**config.mk**
```make
export PLATFORM = sky130hd
export DESIGN_NAME = opp_panel
export DESIGN_NICKNAME = d
export VERILOG_FILES = /design/src/design/opp_pkg.sv /design/src/design/opp_panel.sv
export SDC_FILE = /design/constraint.sdc
export NUM_CORES = 1
export LEC_CHECK = 0
export ABC_AREA = 1
export BUFFER_PORTS_ARGS = -buffer_cell sky130_fd_sc_hd__buf_2
export CAP_MARGIN = 30
export CORE_UTILIZATION = 35
export DETAILED_ROUTE_END_ITERATION = 7
export HOLD_SLACK_MARGIN = 0.12
export PLACE_DENSITY = 0.59
export SYNTH_ARGS = -nofsm -noshare
export SYNTH_HDL_FRONTEND = slang
export SYNTH_SLANG_ARGS = --single-unit
```
**constraint.sdc**
```tcl
create_clock -name CLK_SYS -period 9.9 [get_ports CLK_SYS]
set_input_delay 1.485 -clock CLK_SYS [delete_from_list [all_inputs] [get_ports CLK_SYS]]
set_output_delay 1.485 -clock CLK_SYS [all_outputs]
set_load 0.01 [all_outputs]
```
**src/design/opp_pkg.sv**
```systemverilog
// constants, types and state layout for the operator panel block
package opp_pkg;
  // clock rate and documented times
  localparam int unsigned CLK_HZ = 50_000_000;
  localparam int unsigned CYC_PER_MS = CLK_HZ / 1000;
  localparam int unsigned EDIT_TIMEOUT_MS = 5000;
  localparam int unsigned EDIT_TIMEOUT_CYC = CYC_PER_MS * EDIT_TIMEOUT_MS;
  localparam int unsigned BLINK_HALF_MS = 250;
  localparam int unsigned BLINK_HALF_CYC = CYC_PER_MS * BLINK_HALF_MS;
  localparam int unsigned RPT_DELAY_MS = 500;
  localparam int unsigned RPT_DELAY_CYC = CYC_PER_MS * RPT_DELAY_MS;
  localparam int unsigned RPT_RATE_MS = 100;
  localparam int unsigned RPT_RATE_CYC = CYC_PER_MS * RPT_RATE_MS;
  localparam int TMR_W = 28;

  // apb register map
  localparam int ADDR_W = 8;
  localparam logic [ADDR_W-1:0] OFS_CTRL = 8'h00;
  localparam logic [ADDR_W-1:0] OFS_MONSEL = 8'h04;
  localparam logic [ADDR_W-1:0] OFS_STATUS = 8'h08;
  localparam logic [ADDR_W-1:0] OFS_FREF = 8'h0c;
  localparam logic [ADDR_W-1:0] OFS_LIMIT = 8'h10;
  localparam logic [ADDR_W-1:0] OFS_PARAM = 8'h14;
  localparam int CTRL_LR_EN_BIT = 0;
  localparam logic CTRL_LR_EN_RST = 1'b1;

  // power-up monitor selection: one 3-bit digit per position, highest first
  localparam int MON_DIGITS = 5;
  localparam int MON_DIG_W = 3;
  localparam int MON_W = MON_DIGITS * MON_DIG_W;
  localparam logic [MON_W-1:0] MONSEL_RST = 15'h1000;
  typedef enum logic [MON_DIG_W-1:0] {
    OPP_MON_NONE = 3'h0, OPP_MON_CURR = 3'h1, OPP_MON_VOLT = 3'h2, OPP_MON_DCBUS = 3'h3,
    OPP_MON_TEMP = 3'h4, OPP_MON_PID = 3'h5, OPP_MON_AI1 = 3'h6, OPP_MON_AI2 = 3'h7
  } opp_mon_t;

  // edited values, limits and digit steps
  localparam int VAL_W = 16;
  localparam logic [VAL_W-1:0] UPPER_RST = 16'h1770;
  localparam logic [VAL_W-1:0] LOWER_RST = 16'h0000;
  localparam logic [VAL_W-1:0] FREF_RST = 16'h0000;
  localparam logic [3:0][VAL_W-1:0] STEP_TBL = {16'h03e8, 16'h0064, 16'h000a, 16'h0001};
  localparam logic [1:0] DIGIT_LAST = 2'h3;

  // parameter groups
  localparam int GRP_W = 5;
  localparam logic [GRP_W-1:0] GROUP_LAST = 5'h18;
  localparam logic [GRP_W-1:0] AUTOTUNE_GRP = 5'h11;
  localparam int PIDX_W = 7;
  localparam logic [PIDX_W-1:0] PIDX_LAST = 7'h63;

  // menu screens, one-hot
  typedef enum logic [4:0] {
    OPP_MN_MON = 5'b00001,
    OPP_MN_FREF = 5'b00010,
    OPP_MN_GRP = 5'b00100,
    OPP_MN_LIST = 5'b01000,
    OPP_MN_EDIT = 5'b10000
  } opp_menu_t;

  typedef struct packed {
    logic up; logic down; logic shift; logic enter; logic dsp; logic locrem;
  } opp_keys_t;

  typedef struct packed {
    logic fault; logic running; logic stopping; logic run_cmd;
    logic reverse; logic seq_ext; logic ref_ext;
  } opp_drive_t;

  typedef struct packed {
    logic fault; logic forward_lamp; logic reverse_lamp; logic run; logic seq; logic refsrc;
  } opp_lamps_t;

  typedef struct packed {
    opp_keys_t k1; opp_keys_t k2; opp_keys_t k3; opp_keys_t kp;
    opp_lamps_t lamps;
    logic [TMR_W-1:0] blink_cnt; logic blink;
    opp_menu_t menu; logic local_mode; logic fault_rst; logic autotune_vis;
    logic [VAL_W-1:0] fref; logic [VAL_W-1:0] edit;
    logic [VAL_W-1:0] upper; logic [VAL_W-1:0] lower;
    logic [1:0] digit; logic [TMR_W-1:0] to_cnt; logic [TMR_W-1:0] rpt_cnt;
    logic lr_en; logic [MON_W-1:0] monsel;
    logic [GRP_W-1:0] grp; logic [PIDX_W-1:0] pidx;
    logic par_we; logic [VAL_W-1:0] par_wdata;
    logic pready; logic pslverr; logic [31:0] prdata;
  } opp_state_t;
endpackage : opp_pkg

```
**src/design/opp_panel.sv**
```systemverilog
// operator panel: lamps, key navigation, reference and parameter editing, apb registers
`timescale 1ns/1ns
`default_nettype none

module opp_panel #(
  parameter int unsigned EDIT_TO_CYC = opp_pkg::EDIT_TIMEOUT_CYC,
  parameter int unsigned BLINK_CYC = opp_pkg::BLINK_HALF_CYC,
  parameter int unsigned RPT_DELAY = opp_pkg::RPT_DELAY_CYC,
  parameter int unsigned RPT_RATE = opp_pkg::RPT_RATE_CYC
) (
  // clock and reset
  input wire logic CLK_SYS,
  input wire logic RST,
  // apb slave
  input wire logic PSEL,
  input wire logic PENABLE,
  input wire logic PWRITE,
  input wire logic [opp_pkg::ADDR_W-1:0] PADDR,
  input wire logic [31:0] PWDATA,
  output logic [31:0] PRDATA,
  output logic PREADY,
  output logic PSLVERR,
  // panel keys and drive status
  input wire opp_pkg::opp_keys_t KEYS,
  input wire opp_pkg::opp_drive_t DRIVE,
  input wire logic [opp_pkg::VAL_W-1:0] PAR_RDATA,
  // lamps and drive controls
  output opp_pkg::opp_lamps_t LAMPS,
  output logic LOCAL_MODE,
  output logic FAULT_RESET,
  output logic AUTOTUNE_VIS,
  output logic [opp_pkg::MON_W-1:0] MON_SEL,
  output logic [opp_pkg::VAL_W-1:0] FREF,
  output opp_pkg::opp_menu_t MENU,
  // parameter store port
  output logic PAR_WE,
  output logic [opp_pkg::GRP_W-1:0] PAR_GRP,
  output logic [opp_pkg::PIDX_W-1:0] PAR_IDX,
  output logic [opp_pkg::VAL_W-1:0] PAR_WDATA
);
  import opp_pkg::*;

  localparam logic [TMR_W-1:0] TO_LAST = TMR_W'(EDIT_TO_CYC - 1);
  localparam logic [TMR_W-1:0] BLINK_LAST = TMR_W'(BLINK_CYC - 1);
  localparam logic [TMR_W-1:0] RPT_LAST = TMR_W'(RPT_DELAY - 1);
  localparam logic [TMR_W-1:0] RPT_RELOAD = TMR_W'(RPT_DELAY - RPT_RATE);

  opp_state_t s_r;
  opp_state_t s_nxt;

  // group step with wrap, skipping the tuning group when it is hidden
  function automatic logic [GRP_W-1:0] grp_step(input logic [GRP_W-1:0] g, input logic up,
                                                input logic hide);
    logic [GRP_W-1:0] n;
    n = up ? ((g == GROUP_LAST) ? '0 : g + 1'b1) : ((g == '0) ? GROUP_LAST : g - 1'b1);
    if (hide && n == AUTOTUNE_GRP) begin
      n = up ? n + 1'b1 : n - 1'b1;
    end
    return n;
  endfunction

  logic step_up;
  logic step_dn;
  logic rpt_fire;
  logic hide_tune;
  logic stopped;
  logic [VAL_W-1:0] step;
  logic [VAL_W:0] sum_up;
  logic [VAL_W:0] lim_dn;
  logic [VAL_W-1:0] fref_up;
  logic [VAL_W-1:0] fref_dn;
  logic apb_acc;

  // shared helper terms for the state update
  always_comb begin
    rpt_fire = (s_r.k2.up | s_r.k2.down) && s_r.rpt_cnt == RPT_LAST;
    step_up = s_r.kp.up | (rpt_fire & s_r.k2.up);
    step_dn = s_r.kp.down | (rpt_fire & s_r.k2.down);
    hide_tune = DRIVE.running | DRIVE.fault;
    stopped = ~DRIVE.running & ~DRIVE.stopping;
    step = STEP_TBL[s_r.digit];
    sum_up = {1'b0, s_r.edit} + {1'b0, step};
    lim_dn = {1'b0, s_r.lower} + {1'b0, step};
    // rollover at the limits keeps the reference inside its legal band
    fref_up = (sum_up > {1'b0, s_r.upper}) ? s_r.lower : sum_up[VAL_W-1:0];
    fref_dn = ({1'b0, s_r.edit} < lim_dn) ? s_r.upper : s_r.edit - step;
    apb_acc = PSEL & PENABLE & s_r.pready;
  end

  // next-state logic for the whole panel
  always_comb begin
    s_nxt = s_r;
    // keys are asynchronous pins: two flops, edge found past the second only
    s_nxt.k1 = KEYS;
    s_nxt.k2 = s_r.k1;
    s_nxt.k3 = s_r.k2;
    s_nxt.kp = s_r.k2 & ~s_r.k3;
    s_nxt.fault_rst = 1'b0;
    s_nxt.par_we = 1'b0;

    // one blink phase for every lamp, so flashing lamps stay in step
    if (s_r.blink_cnt == BLINK_LAST) begin
      s_nxt.blink_cnt = '0;
      s_nxt.blink = ~s_r.blink;
    end else begin
      s_nxt.blink_cnt = s_r.blink_cnt + 1'b1;
    end

    // lamps from drive state
    s_nxt.lamps.fault = DRIVE.fault;
    s_nxt.lamps.forward_lamp = DRIVE.reverse ? 1'b0 :
                      ((DRIVE.running & DRIVE.run_cmd) ? 1'b1 : s_r.blink);
    s_nxt.lamps.reverse_lamp = !DRIVE.reverse ? 1'b0 :
                      ((DRIVE.running & DRIVE.run_cmd) ? 1'b1 : s_r.blink);
    s_nxt.lamps.run = DRIVE.stopping ? s_r.blink : DRIVE.running;
    s_nxt.lamps.seq = DRIVE.seq_ext;
    s_nxt.lamps.refsrc = DRIVE.ref_ext;
    s_nxt.autotune_vis = ~hide_tune;

    // auto-repeat: first fire after the hold delay, then at the repeat rate
    if (!(s_r.k2.up | s_r.k2.down)) begin
      s_nxt.rpt_cnt = '0;
    end else if (rpt_fire) begin
      s_nxt.rpt_cnt = RPT_RELOAD;
    end else begin
      s_nxt.rpt_cnt = s_r.rpt_cnt + 1'b1;
    end

    // local/remote only toggles while stopped and when the key is enabled
    if (s_r.kp.locrem && s_r.lr_en && stopped) begin
      s_nxt.local_mode = ~s_r.local_mode;
    end

    // shift clears a fault from any screen
    if (s_r.kp.shift) begin
      s_nxt.fault_rst = 1'b1;
    end

    // menu screens
    case (s_r.menu)
      OPP_MN_MON: begin
        if (s_r.kp.dsp) begin
          s_nxt.menu = OPP_MN_GRP;
        end else if (s_r.kp.up | s_r.kp.down) begin
          s_nxt.menu = OPP_MN_FREF;
          s_nxt.edit = s_r.fref;
          s_nxt.digit = '0;
          s_nxt.to_cnt = '0;
        end
      end
      OPP_MN_FREF: begin
        s_nxt.to_cnt = s_r.to_cnt + 1'b1;
        if (s_r.kp.enter) begin
          s_nxt.fref = s_r.edit;
          s_nxt.menu = OPP_MN_MON;
        end else if (s_r.kp.dsp) begin
          s_nxt.menu = OPP_MN_MON;
        end else if (s_r.to_cnt == TO_LAST) begin
          s_nxt.menu = OPP_MN_MON;
        end else if (step_up | step_dn | s_r.kp.shift) begin
          // any edit activity restarts the confirmation window
          s_nxt.to_cnt = '0;
          if (step_up) begin
            s_nxt.edit = fref_up;
          end else if (step_dn) begin
            s_nxt.edit = fref_dn;
          end else begin
            s_nxt.digit = (s_r.digit == DIGIT_LAST) ? '0 : s_r.digit + 1'b1;
          end
        end
      end
      OPP_MN_GRP: begin
        if (s_r.kp.dsp) begin
          s_nxt.menu = OPP_MN_MON;
        end else if (s_r.kp.enter) begin
          s_nxt.menu = OPP_MN_LIST;
          s_nxt.pidx = '0;
        end else if (step_up | step_dn) begin
          s_nxt.grp = grp_step(s_r.grp, step_up, hide_tune);
        end else if (hide_tune && s_r.grp == AUTOTUNE_GRP) begin
          s_nxt.grp = grp_step(s_r.grp, 1'b1, 1'b1);
        end
      end
      OPP_MN_LIST: begin
        if (s_r.kp.dsp) begin
          s_nxt.menu = OPP_MN_GRP;
        end else if (s_r.kp.enter) begin
          s_nxt.menu = OPP_MN_EDIT;
          s_nxt.edit = PAR_RDATA;
          s_nxt.digit = '0;
        end else if (step_up) begin
          s_nxt.pidx = (s_r.pidx == PIDX_LAST) ? '0 : s_r.pidx + 1'b1;
        end else if (step_dn) begin
          s_nxt.pidx = (s_r.pidx == '0) ? PIDX_LAST : s_r.pidx - 1'b1;
        end
      end
      OPP_MN_EDIT: begin
        if (s_r.kp.dsp) begin
          s_nxt.menu = OPP_MN_LIST;
        end else if (s_r.kp.enter) begin
          s_nxt.par_we = 1'b1;
          s_nxt.par_wdata = s_r.edit;
        end else if (step_up) begin
          s_nxt.edit = sum_up[VAL_W-1:0];
        end else if (step_dn) begin
          s_nxt.edit = s_r.edit - step;
        end else if (s_r.kp.shift) begin
          s_nxt.digit = (s_r.digit == DIGIT_LAST) ? '0 : s_r.digit + 1'b1;
        end
      end
      default: begin
        s_nxt.menu = OPP_MN_MON;
      end
    endcase

    // apb: one wait state, write and read data land on the pready cycle
    s_nxt.pready = PSEL & PENABLE & ~s_r.pready;
    if (PSEL & PENABLE & ~s_r.pready) begin
      s_nxt.pslverr = 1'b0;
      s_nxt.prdata = '0;
      if (PADDR == OFS_CTRL) begin
        s_nxt.prdata[CTRL_LR_EN_BIT] = s_r.lr_en;
      end else if (PADDR == OFS_MONSEL) begin
        s_nxt.prdata[MON_W-1:0] = s_r.monsel;
      end else if (PADDR == OFS_STATUS) begin
        s_nxt.prdata = {5'h00, s_r.pidx, s_r.grp, s_r.menu, s_r.digit,
                        s_r.autotune_vis, s_r.local_mode, s_r.lamps};
      end else if (PADDR == OFS_FREF) begin
        s_nxt.prdata = {s_r.edit, s_r.fref};
      end else if (PADDR == OFS_LIMIT) begin
        s_nxt.prdata = {s_r.upper, s_r.lower};
      end else if (PADDR == OFS_PARAM) begin
        s_nxt.prdata = {s_r.par_wdata, 16'h0000};
      end else begin
        s_nxt.pslverr = 1'b1;
      end
    end
    if (apb_acc && PWRITE) begin
      if (PADDR == OFS_CTRL) begin
        s_nxt.lr_en = PWDATA[CTRL_LR_EN_BIT];
      end else if (PADDR == OFS_MONSEL) begin
        s_nxt.monsel = PWDATA[MON_W-1:0];
      end else if (PADDR == OFS_LIMIT) begin
        s_nxt.lower = PWDATA[VAL_W-1:0];
        s_nxt.upper = PWDATA[31:VAL_W];
      end
    end
  end

  // single state register, synchronous reset
  always_ff @(posedge CLK_SYS) begin
    if (RST) begin
      s_r <= '0;
      s_r.menu <= OPP_MN_MON;
      s_r.local_mode <= 1'b0;
      s_r.fref <= FREF_RST;
      s_r.upper <= UPPER_RST;
      s_r.lower <= LOWER_RST;
      s_r.lr_en <= CTRL_LR_EN_RST;
      s_r.monsel <= MONSEL_RST;
    end else begin
      s_r <= s_nxt;
    end
  end

  // outputs straight from the state register
  assign PRDATA = s_r.prdata;
  assign PREADY = s_r.pready;
  assign PSLVERR = s_r.pslverr;
  assign LAMPS = s_r.lamps;
  assign LOCAL_MODE = s_r.local_mode;
  assign FAULT_RESET = s_r.fault_rst;
  assign AUTOTUNE_VIS = s_r.autotune_vis;
  assign MON_SEL = s_r.monsel;
  assign FREF = s_r.fref;
  assign MENU = s_r.menu;
  assign PAR_WE = s_r.par_we;
  assign PAR_GRP = s_r.grp;
  assign PAR_IDX = s_r.pidx;
  assign PAR_WDATA = s_r.par_wdata;
endmodule // opp_panel
`default_nettype wire

```
# Yosys cells after proc, flatten, opt, wreduce, memory -nomap -nowiden
# Index checks and enable logic that the tools add are counted.
# word_totals
word_cells	256
out_inout_bits	108
input_bits	74
reg_bits	268
# op_classes
n_reduce_logical	30
n_lt_le_gt_ge	3
addsub	14
n_mux	82
eq_ne	45
n_bitwise	29
# ops
cell	count
16-bit two-way mux	17
30-bit two-way mux	6
32-bit two-way mux	5
5-bit two-way mux	18
28-bit by 1-bit adder with 28-bit output, second input constant	3
16-bit one-hot mux with 4 select lines	1
7-bit two-way mux	8
28-bit one-hot mux with 2 select lines	1
2-bit != test, second input constant	19
16-bit by 16-bit adder with 17-bit output	2
16-bit binary-select mux with 2-bit select	1
28-bit by 24-bit equality test with 1-bit output, second input constant	1
28-bit by 25-bit equality test with 1-bit output, second input constant	1
28-bit equality test, second input constant	1
5-bit equality test, second input constant	5
25-bit two-way mux	1
5-bit one-hot mux with 5 select lines	1
2-bit two-way mux	10
18-bit two-way mux	1
3-bit != test, second input constant	6
17-bit by 16-bit greater-than comparator with 1-bit output	1
16-bit by 17-bit less-than comparator with 1-bit output	1
17-bit two-way mux	1
8-bit by 4-bit equality test with 1-bit output, second input constant	2
40 further kinds	90

# Logic depth before layout (Yosys ltp)
# logic_depth
word_depth	12
depth_mapped	33
mapped_depth_nobuf	32

# Least setup slack after synthesis
# Ideal clock, no wire load.
# synth_path
path_type	register -> register
startpoint	register s_r[136] (netlist bit)
endpoint	register s_r[177] (netlist bit)
stages_incl_launch_ff	31
setup_ns	0.132
t_arrival_ns	3.730
setup_slack_ns	6.038
n_path_buf	1
required_time_ns	9.768
cell_sequence	dfxtp_1 -> inv_1 -> ha_1 -> ha_1 -> nand2_1 -> inv_1 -> o21ai_0 -> nand2_1 -> a21oi_1 -> nor2_1 -> nor2_1 -> nor2_1 -> o21ai_0 -> a21oi_1 -> xor2_1 -> ha_1 -> nand2_1 -> nor2_1 -> a211oi_1 -> nand2_1 -> nand2_1 -> nand2_1 -> nand2_1 -> nand2_1 -> clkbuf_1 -> nand3_1 -> nand3_1 -> nand3_1 -> nand2_1 -> nand2_1 -> a21oi_2
# synth_via
elab_chain_len	12
elab_cells_between_ends	20
# synth_rtl
element	line	text
from (decl)	opp_panel.sv:48	opp_state_t s_r;
from (signal assigned)	opp_panel.sv:262	s_r <= s_nxt;
16-bit binary-select mux with 2-bit select *	opp_panel.sv:81	step = STEP_TBL[s_r.digit];
16-bit two-way mux (not written as such) *	opp_panel.sv:81	
16-bit by 16-bit adder with 17-bit output	opp_panel.sv:83	lim_dn = {1'b0, s_r.lower} + {1'b0, step};
16-bit by 17-bit less-than comparator with 1-bit output	opp_panel.sv:86	fref_dn = ({1'b0, s_r.edit} < lim_dn) ? s_r.upper : s_r.edit - step;
16-bit two-way mux	opp_panel.sv:86	
16-bit two-way mux	opp_panel.sv:165	end else if (step_dn) begin
16-bit two-way mux	opp_panel.sv:163	if (step_up) begin
16-bit two-way mux	opp_panel.sv:160	end else if (step_up | step_dn | s_r.kp.shift) begin
16-bit two-way mux	opp_panel.sv:158	end else if (s_r.to_cnt == TO_LAST) begin
16-bit two-way mux	opp_panel.sv:156	end else if (s_r.kp.dsp) begin
16-bit two-way mux	opp_panel.sv:153	if (s_r.kp.enter) begin
16-bit one-hot mux with 4 select lines *	opp_panel.sv:140	case (s_r.menu)
# Every way passes the cells marked *; elsewhere a longest branch is shown, timed or not. The select of a mux whose other input is x is not followed.
# A chain may end at the register's enable or synchronous reset.

# Worst setup path after layout
# layout_path
startpoint	register s_r[136] (netlist bit)
endpoint	register s_r[179] (netlist bit)
# Same word-level chain as after synthesis.

==> summary.md <==
| Metric | Value |
|---|---|
| Status | `finished, final reports clean` |
| Worst vdd ir | `between 0.1 and 0.15 mV` |
| Die Ht | `between 200 and 250 µm` |
| Post-synthesis mux area share | `0%` |
| CP max FO | `18` |
| WP data required | `about 10 ns` |
| CTS buffer count | `31` |
| Fin nets | `about 2,600` |
| Clock slew at reported path FFs | `roughly 0.07 ns` |
| Yosys reg bits | `268` |
| Num ports | `around 180` |
| Max Clock Freq | `around 190 MHz` |
| Cell area after layout | `0.0185 mm²` |
| Max cap viols | `0` |
| Most area-consuming cells after synthesis | `dfxtp_1 32%, nand2_1 9.7%, inv_1 6.3%, a21oi_1 6.3%, ha_1 5.6%` |
| Area leader, netlist | `dfxtp_1` |
| Syn Nets | `2,584` |
| Core area | `about 0.047 mm²` |
| Overall routing resource usage | `approximately a quarter` |
| Worst Tran Pin Value | `between 1 and 1.5 ns` |
| Iteration-0 DRC Markers | `about 1,400` |
| Min-delay src | `s_r[253]` |
| Synth Area in Simple Gates | `between 20 and 30%` |
| Buf/Inv on CP | `2` |
| Routed via count | `approximately 17,000` |
| Postcts setup bufs | `0` |
| Clock sink count | `roughly 270` |
| Crit. End Element | `flop` |
| Worst path slowest cell | `dfxtp_1` |
| Die area | `about 0.049 mm²` |
| Fin Setup TNS | `0 ns` |
| Top_reg_cell synth | `dfxtp_1` |
| Layout fillers | `approximately 4,900` |
| Cell repeated most along the worst path | `nand2_1` |
| DRT Pass-1 Iters | `6` |
| Buffers on Ports | `181` |
| # diodes | `0` |
| Setup ws final | `approximately 4.6 ns` |
| Hold Violations, Final | `0` |
| Post-synth top area share | `a little under a third` |
| Vias in the first global route | `around 16,000` |
| CTS Root Cell | `clkbuf_16` |
| Starting Density | `a little over a third` |
| DR WL/cell | `roughly 20 µm` |
| CTS tree | `done` |
| Placer Congestion | `~1` |
| Final period util | `between 50 and 60%` |
| Max H-tree Level | `1` |
| DP Wirelength | `between 40,000 and 50,000 µm` |
| Area growth syn-to-layout | `10.2%` |
| Clock Latency Late Sink | `0.60 ns` |
| Post-CTS Hold Fix Bufs | `0` |
| FF-to-FF Start | `s_r[136]` |
| Netlist cell types | `61` |
| Number of flops mapped to enable cells by yosys | `0` |
| Share of layout cells above drive strength 1 | `between 10% and 20%` |
| Initial antenna violation count | `0` |
| Clk_skew | `0.0306 ns` |
| Sequential fraction of the synthesis area | `31.9%` |
| Final max-slew violation count | `0` |
| Pre-CTS setup slack | `4.69 ns` |
| Crit path largest cell delay | `0.53 ns` |
| Crit path from | `s_r[136]` |
| Post-DP Area | `around 0.017 mm²` |
| Synth Area in XOR/XNOR | `approximately 3.7%` |
| CTS resizes | `0` |
| Vias/cell | `5.40` |
| Compound-gate portion of the synthesized area | `~16%` |
| Adder-cell share of the synthesized area | `6.06%` |
| Die Wd | `221 µm` |
| LEAKAGE | `around 7.8 nW` |
| Mean Syn Cell Area | `6.91 µm²` |
| First-pass GRT wire length | `between 90,000 and 100,000 µm` |
| Total wire length | `61,700 µm` |
| Post-Syn Instances | `roughly 2,400` |
| Post-route ant nets | `0` |
| Hold_ws | `~0.39 ns` |
| Largest family of logic cells by synthesized area | `simple AND/OR/NAND/NOR gates` |
| Cell Area, Synth | `0.0168 mm²` |
| Top delay family on crit path | `simple AND/OR/NAND/NOR gates` |
| # rows | `just under 80` |
| Ys Warns | `0` |
| Critical path arrival | `5.87 ns` |
| GRT overflow | `0` |
| Residual DRC | `0` |
| Kind of critical path | `flop to flop` |
| Pin count of the biggest net entering global routing | `73` |
| PwrDens | `roughly 160 mW/mm²` |
| Hold Path Class | `flop to flop` |
| Max_slew headroom | `between 30% and 40%` |
| CTS max path bufs | `3` |
| Min Tclk post-route | `roughly 5.3 ns` |
| RSZ-0062 raised after global routing | `false` |
| Fraction of registers with async set/reset | `0%` |
| CP Launch Type | `flop` |
| Final setup viols | `0` |
==> placed cells by master, fill, tap and decap left out, drive strengths merged, types with 5 or more instances in the layout <==
cell	n
a211oi	29
a21oi	215
a31oi	9
buf	196
bufinv	5
clkbuf	39
clkinv	12
clkinvlp	5
dfxtp	268
ha	75
inv	303
nand2	446
nand3	172
nand4	37
nor2	245
nor3	80
nor3b	8
nor4	21
o211ai	26
o21a	5
o21ai	145
o221ai	24
o22ai	8
or2	14
xnor2	12
xor2	58
==> logic make-up after synthesis <==
logic type                 after synthesis
xor gates and xnor gates                70
and+or+nand+nor                       1031
adders and majority gates               79
buffers and inverters                  506
DFF                                    268
AOI/OAI and AO/OA                      477
==> worst reg2reg max path: cells and delay by family, from the launching register on <==
kind                     cells  cell delay [ns]
flip-flops                   1             0.53
XOR/XNOR                     1             0.19
AND/OR/NAND/NOR             18             2.35
buffers and inverters        2             0.25
AO/OA/AOI/OAI                6             1.04
adder cells (fa/ha/maj)      3             0.93
==> report_power, final <==
| part | total [mW] | switching (mW) | internal, mW |
|---|---|---|---|
| clock | 1.25 | 0.499 | 0.747 |
| sequential | 1.13 | 0.0334 | 1.10 |
| combinational | 0.663 | 0.462 | 0.201 |
==> routing by layer <==
metal	share of wire, %	vias to the layer above	track usage, %
met5	0	-	0
met4	5.0	0	11.6
met3	7.3	149	4.01
met2	45	715	40.4
met1	42	7825	31.5
li1	-	8013	-
==> layout make-up <==
type | count | area, µm² | share of cell area (%)
Clock buffer | 39 | 866 | 4.68
Clock inverter | 17 | 230 | 1.24
Inverter | 308 | 1160 | 6.24
Multi-Input combinational cell | 1657 | 9090 | 49.1
Sequential cell | 268 | 5370 | 29.0
Tap cell | 607 | 759 | 4.10
Timing Repair Buffer | 196 | 1040 | 5.64
==> registers in the layout (all words and copies together), names as in the netlist <==
signal and flops:
PREADY 1, LAMPS 6, FAULT_RESET 1, PAR_GRP 5, s_nxt 12, MON_SEL 15
MENU 5, PAR_WE 1, PRDATA 32, PSLVERR 1, s_r 148, LOCAL_MODE 1
AUTOTUNE_VIS 1, PAR_WDATA 16, PAR_IDX 7, FREF 16
==> per-stage QoR <==
stage / total power, mW / utilization (%) / instances
6_report: 3.04 / 39.4 / 3092
5_1_grt: 3.16 / 39.4 / 3092
4_1_cts: 3.04 / 39.4 / 3092
3_5_place_dp: 1.79 / 37.1 / 3036
3_3_place_gp: 1.80 / 37.0 / 3034
2_1_floorplan: 1.58 / - / 2431
==> worst paths after layout <==
path,endpoint,slack (ns),depth (start not counted)
min reg2reg,s_r[247],0.39,1
min,s_r[247],0.39,1
max,s_r[179],4.56,30
max reg2reg,s_r[179],4.56,30
==> synth_stat cells (3+ instances only) <==
library cell and count:
nor3_1 66, a31oi_1 9, clkinv_1 7, nor4_1 13
or2_2 10, nand3_2 6, o211ai_1 24, buf_2 20
buf_4 103, ha_1 75, nand4_1 35, o21bai_1 3
nor2_2 8, nand3b_1 4, o21ai_0 130, fa_1 4
a32oi_1 3, a211oi_1 29, nor3b_1 8, buf_6 6
nor3_2 10, inv_2 20, inv_1 281, o21ai_1 13
nand2_2 9, o221ai_1 24, a21oi_2 5, o22ai_1 8
o21a_1 5, a21oi_1 210, nand3_1 165, nor3_4 4
xor2_1 57, dfxtp_1 268, nor2_1 235, nor4_2 7
xnor2_1 12, nand2_1 435, clkbuf_1 67
Note: power is estimated with default switching activity, not from simulation.
